**src/include/cfp_defs.vh**
```
`ifndef CFP_DEFS_VH
`define CFP_DEFS_VH

// Word indices on the Avalon-MM address
`define CFP_REG_CTRL     4'h0
`define CFP_REG_FSTAT    4'h1
`define CFP_REG_FADDR    4'h2
`define CFP_REG_FATTR    4'h3
`define CFP_REG_FDATA    4'h4
`define CFP_REG_RPCTRL   4'h5
`define CFP_REG_RPFLASH  4'h6
`define CFP_REG_RPRAM    4'h7
`define CFP_REG_RPBOOT   4'h8
`define CFP_REG_RPSP     4'h9
`define CFP_REG_RPILL    4'hA
`define CFP_REG_RPMIS    4'hB

// Control register fields
`define CFP_CTRL_ARB_RR     0
`define CFP_CTRL_STALL_DIS  1
`define CFP_CTRL_REVC_DIS   2
`define CFP_CTRL_SHADOW_DIS 3
`define CFP_CTRL_IBUF_DIS   4
`define CFP_CTRL_IRQ_EN     5
`define CFP_CTRL_W          6
`define CFP_CTRL_RESET      6'h00

// Fault status fields
`define CFP_FSTAT_ERR  0
`define CFP_FSTAT_LOST 1

// Fault attribute fields
`define CFP_FATTR_TYPE  0
`define CFP_FATTR_BUF   2
`define CFP_FATTR_SIZE  4
`define CFP_FATTR_DIR   6
`define CFP_FATTR_LOC   8

// Access size and location codes
`define CFP_SIZE_8      2'h0
`define CFP_SIZE_16     2'h1
`define CFP_SIZE_32     2'h2
`define CFP_LOC_INSTR   2'h0
`define CFP_LOC_OPA     2'h1
`define CFP_LOC_OPB     2'h2

// Protection control fields
`define CFP_RP_EN    0
`define CFP_RP_LOCK  1

// Captured program counter registers
`define CFP_PC_W      21
`define CFP_PC_VALID  31

// Avalon response codes
`define CFP_RESP_OK     2'h0
`define CFP_RESP_SLVERR 2'h2

`endif

```
**src/cfp_arbiter.v**
```verilog
`timescale 1ns/1ps
`include "cfp_defs.vh"

module cfp_arbiter
(
	input wire mclk,
	input wire rst_n,
	input wire round_robin,
	input wire core_req,
	input wire dma_req,
	output reg grant_core,
	output reg grant_dma
);

reg last_core;
reg next_grant_core;
reg next_grant_dma;

always @*
begin
	next_grant_core = 1'b0;
	next_grant_dma = 1'b0;
	if (core_req && dma_req)
	begin
		if (!round_robin)
			next_grant_core = 1'b1;
		else
		begin
			next_grant_core = !last_core;
			next_grant_dma = last_core;
		end
	end
	else
	begin
		next_grant_core = core_req;
		next_grant_dma = dma_req;
	end
end

always @(posedge mclk)
begin
	if (!rst_n)
	begin
		grant_core <= 1'b0;
		grant_dma <= 1'b0;
		last_core <= 1'b0;
	end
	else
	begin
		grant_core <= next_grant_core;
		grant_dma <= next_grant_dma;
		if (next_grant_core || next_grant_dma)
			last_core <= next_grant_core;
	end
end

endmodule // cfp_arbiter

```
**src/cfp_top.v**
```verilog
// The Avalon-MM register port and the address map are this design's own decisions.
`timescale 1ns/1ps
`include "cfp_defs.vh"

// What this block does
// - Stall logic off: flash access during a flash command ends in bus error.
// - Stall logic on: flash access waits for the command, then runs without error.
// - Each faulted core access stores its address in a readable register.
// - Last faulted access keeps its size, direction and instruction/data type.
// - Last fault keeps which bus it came from: instruction, operand A or B.
// - Last faulted processor data write keeps its write data readable.
// - Interrupt enable set: every faulted bus cycle raises the error interrupt.
// - Any core bus error sets the fault error flag.
// - A bus error while the error flag is set also sets data-lost.
// - Software clears error and data-lost flags selectively, only those chosen.
// - Fixed priority: core always beats DMA on the same target.
// - Round robin: core and DMA equal, grants alternate on contention.
// - A control bit switches memory resource protection on or off.
// - Region settings act only when enabled, change only when disabled.
// - Once locked, protection registers ignore writes until system reset.
// - Illegal-access fault captures 21-bit program counter and sets its valid flag.
// - Illegal-fault valid flag clears on software request.
// - Misaligned fault captures 21-bit program counter and sets its valid flag.
// - Misaligned-fault valid flag clears on software request.
// - Reverse-carry disable set tells core to drop bit-reverse addressing.
// - Shadow-extension disable set keeps only baseline shadow registers.
// - Instruction buffer disable set turns off core longword instruction buffer.
// - Last faulted access also keeps bufferable or non-bufferable.
module cfp_top
#(
	parameter ADDR_W = 32,
	parameter DATA_W = 32,
	parameter BASE_W = 8
)
(
	input wire mclk,
	input wire rst_n,
	input wire [3:0] avs_address,
	input wire avs_read,
	input wire avs_write,
	input wire [31:0] avs_writedata,
	input wire [3:0] avs_byteenable,
	output reg [31:0] avs_readdata,
	output reg [1:0] avs_response,
	output reg avs_waitrequest,
	input wire fault_valid,
	input wire [ADDR_W-1:0] fault_addr,
	input wire [DATA_W-1:0] fault_wdata,
	input wire [1:0] fault_size,
	input wire fault_write,
	input wire fault_data,
	input wire fault_bufferable,
	input wire [1:0] fault_bus,
	output reg fault_irq,
	input wire flash_req,
	input wire flash_cmd_busy,
	output reg flash_go,
	output reg flash_berr,
	output reg flash_stall,
	input wire xbar_core_req,
	input wire xbar_dma_req,
	output wire xbar_grant_core,
	output wire xbar_grant_dma,
	input wire rp_illegal_fault,
	input wire rp_misaligned_fault,
	input wire [`CFP_PC_W-1:0] program_counter,
	output reg rp_enable_out,
	output reg [BASE_W-1:0] rp_flash_base_out,
	output reg [BASE_W-1:0] rp_ram_base_out,
	output reg [31:0] rp_boot_base_out,
	output reg [31:0] rp_other_sp_out,
	output reg core_revcarry_dis,
	output reg core_shadow_ext_dis,
	output reg core_ibuf_dis
);

////////////////////////////////////////////////////////////////////////////////
// Register state
reg [`CFP_CTRL_W-1:0] ctrl;
reg fault_err;
reg fault_lost;
reg [ADDR_W-1:0] fault_addr_q;
reg [DATA_W-1:0] fault_data_q;
reg [1:0] fault_size_q;
reg fault_dir_q;
reg fault_type_q;
reg fault_buf_q;
reg [1:0] fault_loc_q;
reg rp_enable;
reg rp_lock;
reg [BASE_W-1:0] rp_flash_base;
reg [BASE_W-1:0] rp_ram_base;
reg [31:0] rp_boot_base;
reg [31:0] rp_other_sp;
reg [`CFP_PC_W-1:0] rp_ill_pc;
reg rp_ill_valid;
reg [`CFP_PC_W-1:0] rp_mis_pc;
reg rp_mis_valid;

wire [31:0] be_mask;
wire [31:0] wd_m;
wire wr_go;
wire rd_ok;
wire cfg_open;
reg mapped;
reg [31:0] next_readdata;

assign be_mask = {{8{avs_byteenable[3]}}, {8{avs_byteenable[2]}},
	{8{avs_byteenable[1]}}, {8{avs_byteenable[0]}}};
assign wd_m = avs_writedata & be_mask;
// Write lands on the edge where the master sees waitrequest low
assign wr_go = avs_write && !avs_waitrequest;
assign rd_ok = avs_read || avs_write;
assign cfg_open = !rp_enable && !rp_lock;

////////////////////////////////////////////////////////////////////////////////
// Read mux
always @*
begin
	next_readdata = 32'h00000000;
	mapped = 1'b1;
	case (avs_address)
		`CFP_REG_CTRL: next_readdata[`CFP_CTRL_W-1:0] = ctrl;
		`CFP_REG_FSTAT:
		begin
			next_readdata[`CFP_FSTAT_ERR] = fault_err;
			next_readdata[`CFP_FSTAT_LOST] = fault_lost;
		end
		`CFP_REG_FADDR: next_readdata[ADDR_W-1:0] = fault_addr_q;
		`CFP_REG_FATTR:
		begin
			next_readdata[`CFP_FATTR_TYPE] = fault_type_q;
			next_readdata[`CFP_FATTR_BUF] = fault_buf_q;
			next_readdata[`CFP_FATTR_SIZE+1:`CFP_FATTR_SIZE] = fault_size_q;
			next_readdata[`CFP_FATTR_DIR] = fault_dir_q;
			next_readdata[`CFP_FATTR_LOC+1:`CFP_FATTR_LOC] = fault_loc_q;
		end
		`CFP_REG_FDATA: next_readdata[DATA_W-1:0] = fault_data_q;
		`CFP_REG_RPCTRL:
		begin
			next_readdata[`CFP_RP_EN] = rp_enable;
			next_readdata[`CFP_RP_LOCK] = rp_lock;
		end
		`CFP_REG_RPFLASH: next_readdata[BASE_W-1:0] = rp_flash_base;
		`CFP_REG_RPRAM: next_readdata[BASE_W-1:0] = rp_ram_base;
		`CFP_REG_RPBOOT: next_readdata = rp_boot_base;
		`CFP_REG_RPSP: next_readdata = rp_other_sp;
		`CFP_REG_RPILL:
		begin
			next_readdata[`CFP_PC_W-1:0] = rp_ill_pc;
			next_readdata[`CFP_PC_VALID] = rp_ill_valid;
		end
		`CFP_REG_RPMIS:
		begin
			next_readdata[`CFP_PC_W-1:0] = rp_mis_pc;
			next_readdata[`CFP_PC_VALID] = rp_mis_valid;
		end
		default: mapped = 1'b0;
	endcase
end

////////////////////////////////////////////////////////////////////////////////
// Avalon-MM slave: one wait cycle per access
always @(posedge mclk)
begin
	if (!rst_n)
	begin
		avs_waitrequest <= 1'b1;
		avs_readdata <= 32'h00000000;
		avs_response <= `CFP_RESP_OK;
	end
	else if (rd_ok && avs_waitrequest)
	begin
		avs_waitrequest <= 1'b0;
		avs_readdata <= avs_read ? next_readdata : 32'h00000000;
		avs_response <= mapped ? `CFP_RESP_OK : `CFP_RESP_SLVERR;
	end
	else
	begin
		avs_waitrequest <= 1'b1;
	end
end

////////////////////////////////////////////////////////////////////////////////
// Control and protection registers
always @(posedge mclk)
begin
	if (!rst_n)
	begin
		ctrl <= `CFP_CTRL_RESET;
		rp_enable <= 1'b0;
		rp_lock <= 1'b0;
		rp_flash_base <= {BASE_W{1'b0}};
		rp_ram_base <= {BASE_W{1'b0}};
		rp_boot_base <= 32'h00000000;
		rp_other_sp <= 32'h00000000;
	end
	else if (wr_go)
	begin
		if (avs_address == `CFP_REG_CTRL && avs_byteenable[0])
			ctrl <= avs_writedata[`CFP_CTRL_W-1:0];
		if (avs_address == `CFP_REG_RPCTRL && avs_byteenable[0] && !rp_lock)
		begin
			rp_enable <= avs_writedata[`CFP_RP_EN];
			rp_lock <= avs_writedata[`CFP_RP_LOCK];
		end
		if (cfg_open)
		begin
			if (avs_address == `CFP_REG_RPFLASH)
				rp_flash_base <= (rp_flash_base & ~be_mask[BASE_W-1:0]) | wd_m[BASE_W-1:0];
			if (avs_address == `CFP_REG_RPRAM)
				rp_ram_base <= (rp_ram_base & ~be_mask[BASE_W-1:0]) | wd_m[BASE_W-1:0];
			if (avs_address == `CFP_REG_RPBOOT)
				rp_boot_base <= (rp_boot_base & ~be_mask) | wd_m;
			if (avs_address == `CFP_REG_RPSP)
				rp_other_sp <= (rp_other_sp & ~be_mask) | wd_m;
		end
	end
end

////////////////////////////////////////////////////////////////////////////////
// Core fault capture and flags
wire clr_err;
wire clr_lost;
wire clr_ill;
wire clr_mis;
assign clr_err = wr_go && avs_address == `CFP_REG_FSTAT && wd_m[`CFP_FSTAT_ERR];
assign clr_lost = wr_go && avs_address == `CFP_REG_FSTAT && wd_m[`CFP_FSTAT_LOST];
assign clr_ill = wr_go && avs_address == `CFP_REG_RPILL && wd_m[`CFP_PC_VALID];
assign clr_mis = wr_go && avs_address == `CFP_REG_RPMIS && wd_m[`CFP_PC_VALID];

always @(posedge mclk)
begin
	if (!rst_n)
	begin
		fault_err <= 1'b0;
		fault_lost <= 1'b0;
		fault_addr_q <= {ADDR_W{1'b0}};
		fault_data_q <= {DATA_W{1'b0}};
		fault_size_q <= `CFP_SIZE_8;
		fault_dir_q <= 1'b0;
		fault_type_q <= 1'b0;
		fault_buf_q <= 1'b0;
		fault_loc_q <= `CFP_LOC_INSTR;
		fault_irq <= 1'b0;
	end
	else
	begin
		fault_irq <= fault_valid && ctrl[`CFP_CTRL_IRQ_EN];
		// New fault outranks a clear in the same cycle
		if (fault_valid)
			fault_err <= 1'b1;
		else if (clr_err)
			fault_err <= 1'b0;
		if (fault_valid && fault_err)
			fault_lost <= 1'b1;
		else if (clr_lost)
			fault_lost <= 1'b0;
		if (fault_valid)
		begin
			fault_addr_q <= fault_addr;
			fault_size_q <= fault_size;
			fault_dir_q <= fault_write;
			fault_type_q <= fault_data;
			fault_buf_q <= fault_bufferable;
			fault_loc_q <= fault_bus;
			if (fault_write && fault_data)
				fault_data_q <= fault_wdata;
		end
	end
end

////////////////////////////////////////////////////////////////////////////////
// Protection fault program counters
always @(posedge mclk)
begin
	if (!rst_n)
	begin
		rp_ill_pc <= {`CFP_PC_W{1'b0}};
		rp_ill_valid <= 1'b0;
		rp_mis_pc <= {`CFP_PC_W{1'b0}};
		rp_mis_valid <= 1'b0;
	end
	else
	begin
		if (rp_illegal_fault)
		begin
			rp_ill_pc <= program_counter;
			rp_ill_valid <= 1'b1;
		end
		else if (clr_ill)
			rp_ill_valid <= 1'b0;
		if (rp_misaligned_fault)
		begin
			rp_mis_pc <= program_counter;
			rp_mis_valid <= 1'b1;
		end
		else if (clr_mis)
			rp_mis_valid <= 1'b0;
	end
end

////////////////////////////////////////////////////////////////////////////////
// Flash access policy
wire flash_idle;
assign flash_idle = flash_req && !flash_go && !flash_berr;

always @(posedge mclk)
begin
	if (!rst_n)
	begin
		flash_go <= 1'b0;
		flash_berr <= 1'b0;
		flash_stall <= 1'b0;
	end
	else
	begin
		flash_berr <= flash_idle && flash_cmd_busy && ctrl[`CFP_CTRL_STALL_DIS];
		flash_stall <= flash_idle && flash_cmd_busy && !ctrl[`CFP_CTRL_STALL_DIS];
		flash_go <= flash_idle && !flash_cmd_busy;
	end
end

////////////////////////////////////////////////////////////////////////////////
// Core feature controls and protection outputs
always @(posedge mclk)
begin
	if (!rst_n)
	begin
		core_revcarry_dis <= 1'b0;
		core_shadow_ext_dis <= 1'b0;
		core_ibuf_dis <= 1'b0;
		rp_enable_out <= 1'b0;
		rp_flash_base_out <= {BASE_W{1'b0}};
		rp_ram_base_out <= {BASE_W{1'b0}};
		rp_boot_base_out <= 32'h00000000;
		rp_other_sp_out <= 32'h00000000;
	end
	else
	begin
		core_revcarry_dis <= ctrl[`CFP_CTRL_REVC_DIS];
		core_shadow_ext_dis <= ctrl[`CFP_CTRL_SHADOW_DIS];
		core_ibuf_dis <= ctrl[`CFP_CTRL_IBUF_DIS];
		rp_enable_out <= rp_enable;
		// Region settings reach the checker only while enabled
		rp_flash_base_out <= rp_enable ? rp_flash_base : {BASE_W{1'b0}};
		rp_ram_base_out <= rp_enable ? rp_ram_base : {BASE_W{1'b0}};
		rp_boot_base_out <= rp_enable ? rp_boot_base : 32'h00000000;
		rp_other_sp_out <= rp_enable ? rp_other_sp : 32'h00000000;
	end
end

////////////////////////////////////////////////////////////////////////////////
// Crossbar arbitration
cfp_arbiter u_arbiter
(
	.mclk(mclk),
	.rst_n(rst_n),
	.round_robin(ctrl[`CFP_CTRL_ARB_RR]),
	.core_req(xbar_core_req),
	.dma_req(xbar_dma_req),
	.grant_core(xbar_grant_core),
	.grant_dma(xbar_grant_dma)
);

endmodule // cfp_top

```
**config.mk**
```make
export PLATFORM = sky130hd
export DESIGN_NAME = cfp_top
export DESIGN_NICKNAME = d
export VERILOG_FILES = /design/src/cfp_arbiter.v /design/src/cfp_top.v
export VERILOG_INCLUDE_DIRS = /design/src /design/src/include
export SDC_FILE = /design/constraint.sdc
export NUM_CORES = 1
export LEC_CHECK = 0
export ABC_AREA = 1
export BUFFER_PORTS_ARGS = -buffer_cell sky130_fd_sc_hd__buf_2
export CORE_ASPECT_RATIO = 0.7
export CORE_MARGIN = 4
export CORE_UTILIZATION = 30
export DETAILED_ROUTE_END_ITERATION = 10
export PLACE_DENSITY = 0.49
export SYNTH_ARGS = -nofsm -noshare
export SYNTH_HDL_FRONTEND = slang
export SYNTH_HIERARCHICAL = 1
export SYNTH_SLANG_ARGS = --single-unit
export TNS_END_PERCENT = 10
```
**constraint.sdc**
```tcl
create_clock -name mclk -period 1.7 [get_ports mclk]
set_input_delay 0.085 -clock mclk [delete_from_list [all_inputs] [get_ports mclk]]
set_output_delay 0.085 -clock mclk [all_outputs]
set_load 0.03 [all_outputs]
```
==> run_results.csv <==
group,metric,value,unit
logic_synthesis,synth_seq_cells,330,
clock_network,cts_root_buf,"clkbuf_16",
logic_synthesis,synth_area_per_cell,7.52,sq um
logic_synthesis,synth_edf_count,0,
grt,grt.total_usage,20.3,%
drt,viasPerCell,4.59,
sta,slew_headroom,60.0,%
logic_synthesis,ys_top_cells_by_area,"dfxtp_1 54%, o21ai_0 11%, a21oi_1 7.6%, nand2_1 7.3%, nor2_1 7.3%",
placed_design,place_congestion,0.898,
floorplan,die_w,250,microns
sta,fmax,0.613,GHz
critical_path,path_class,"in -> reg",
sta,timing.hold.ws,20.9,ps
drt,wl,45800,microns
drt,drtPass1Iterations,7,
sta,setup_violations,0,
clock_network,cts_made_buffers,36,
grt,overflow,0,
drt,drt_iter0_drc,1031,
sta,worstMarginPinSlew,597,ps
clock_network,clockBufferDepth,3,
logic_synthesis,yosysSeqAreaShare,53.9,%
logic_synthesis,synth_cells,1631,
sta,rsz0062_at_grt,"yes",
final_layout,final_area,0.0173,sq mm
critical_path,path_buf_inv,5,
outcome,outcome,"complete, no violations",
sta,fin_tns_setup,0,ps
power,vdd_ir_drop_max,0.703,mV
logic_synthesis,syn_area,0.0123,sq mm
logic_synthesis,synth_warnings,6,
critical_path,worstPathRequired,2160,ps
clock_network,cts_setup_buffers,0,
power,p_per_area,1050,mW/mm^2
critical_path,cp.arrival,2090,ps
clock_network,htree_levels,2,
final_layout,nets,2192,
clock_network,cts.sinks,330,
logic_synthesis,synthArstFlopShare,0,%
floorplan,dieArea,0.0442,sq mm
floorplan,design.core.area,0.0400,sq mm
critical_path,rr_worst_depth,7,
power,power_leakage,7.39,nW
floorplan,rows,61,
placed_design,placedCellCount,2407,
placed_design,post-place-ws,-263,ps
clock_network,clkLatencyLatePin,540,ps
power,total_power,18.1,mW
clock_network,tritoncts,"yes",
sta,clock_skew,22.2,ps
critical_path,worst-path-stages,8,
worst_hold_path,hp-class,"in -> reg",
final_layout,drive_gt1_share,19.8,%
logic_synthesis,synth_cell_types,26,
run,cap_violations,0,
critical_path,path_cells,"dlygate4sd3_1 > buf_6 > clkinv_1 > buf_4 > nor2_1 > nand3b_1 > nor2_1 > dlygate4sd3_1",
grt,grt_max_degree,83,
sta,setup_ws,67.5,ps
placed_design,io_buffers,266,
sta,period_needed,1630,ps
critical_path,slowest_stage,"dlygate4sd3_1",
floorplan,fp.dieH,177,microns
grt,grt_pass1_vias,11623,
critical_path,slowest_delay,560,ps
drt,drc,0,
critical_path,end_kind,"register",
worst_hold_path,whs_path_depth,4,
floorplan,ios,268,
clock_network,clk_pin_slew,60,ps
floorplan,initial_utilization,30.7,%
critical_path,startpoint_type,"input port",
logic_synthesis,yosys.area.top_type_share,53.9,%
critical_path,cp_top_family,"buffers and inverters",
placed_design,dp_hpwl,32900,microns
logic_synthesis,yosys.cell_count.top_type,"dfxtp_1",
sta,fin_crit_sh,96.0,%
placed_design,postPlaceCellArea,0.0145,sq mm
drt,num_vias,11976,
final_layout,final_cells,2611,
logic_synthesis,yosys.area.top_type,"dfxtp_1",
critical_path,crit_path_max_fanout,20,
final_layout,num_antenna_cells,0,
logic_synthesis,ys.flop_type,"dfxtp_1",
grt,grt_pass1_wl,70000,microns
final_layout,final_util,43.2,%
final_layout,fillerInstances,4140,
drt,drtAntennaViolNets,0,
final_layout,area_delta_synth_final,40.8,%
sta,slew_violations,0,
logic_synthesis,ys_top_cells_by_count,"330 x dfxtp_1, 260 x o21ai_0, 240 x nand2_1, 238 x nor2_1, 193 x inv_1",
sta,hold_viol,0,
drt,wl_per_cell,17.5,microns
logic_synthesis,syn_nets,1774,
grt,grt_antenna_before_repair,0,
final cells by class:
cell class                 count  area (sq um)  share of cell area (%)
sequential                   330          6610                    38.3
timing repair buffer         468          3340                    19.3
clock buffer                  45          1030                    5.94
tap                          535           669                    3.88
inverter                     197           739                    4.28
multi-input combinational   1016          4590                    26.6
clock inverter                20           290                    1.68
where the power goes:
part	total, mW	internal (mW)	switching (mW)
Clock	8.69	5.36	3.33
Combinational	1.36	0.595	0.768
Sequential	8.02	7.94	0.0871
Total	18.1	13.9	4.18
cell usage in the layout, fill, tap and decap left out, types with 4 or more instances in the layout:
| cell | Yosys | layout |
|---|---|---|
| nand3_1 | 56 | 55 |
| inv_1 | 193 | 193 |
| dlygate4sd3_1 | 0 | 139 |
| clkinv_2 | 0 | 9 |
| a21oi_1 | 185 | 185 |
| o22ai_1 | 10 | 10 |
| nor2_1 | 238 | 235 |
| clkbuf_8 | 0 | 7 |
| clkbuf_16 | 0 | 37 |
| dfxtp_1 | 330 | 330 |
| o21ai_1 | 5 | 6 |
| buf_4 | 4 | 52 |
| nand2_1 | 240 | 237 |
| nor2_2 | 4 | 6 |
| o21ai_0 | 260 | 258 |
| bufinv_16 | 0 | 7 |
| buf_12 | 0 | 11 |
| nand2_2 | 1 | 4 |
| buf_2 | 17 | 265 |
kinds of logic after synthesis:
logic type / Yosys count / share of synthesized area (%)
DFF: 330 / 53.9
and+or+nand+nor: 550 / 17.9
other: 1 / 0.0306
buffers and inverters: 285 / 9.02
AOI/OAI and AO/OA: 465 / 19.2
worst min-delay path, cell delays in order:
cell     delay [ps]
buf_2            90
inv_1            40
buf_4           180
a21oi_1         120
metal layers:
metal | wire length [microns] | part of all wire, % | track usage [%] | vias up
met5 | 0 | 0 | 0 | -
met4 | 541 | 1.2 | 3.32 | 0
met3 | 3310 | 7.2 | 4.41 | 40
met2 | 17800 | 39 | 28.3 | 367
met1 | 24100 | 53 | 32.1 | 5509
li1 | - | - | - | 6060
what timing repair did:
item / CTS / global route
pin swaps: 0 / 1
resized for setup: 3 / 7
endpoints found under the hold margin: 209 / 0
hold buffers: 139 / 0
endpoints found under the setup margin: 10 / 79
path summary, 6_finish.rpt:
kind	slack [ps]	start	end
min reg2reg	430	ctrl[1]	flash_stall
min	20	rp_misaligned_fault	rp_mis_pc[13]
max	70	rst_n	flash_go
max reg2reg	170	avs_waitrequest	register
(Power assumes the default switching activity.)
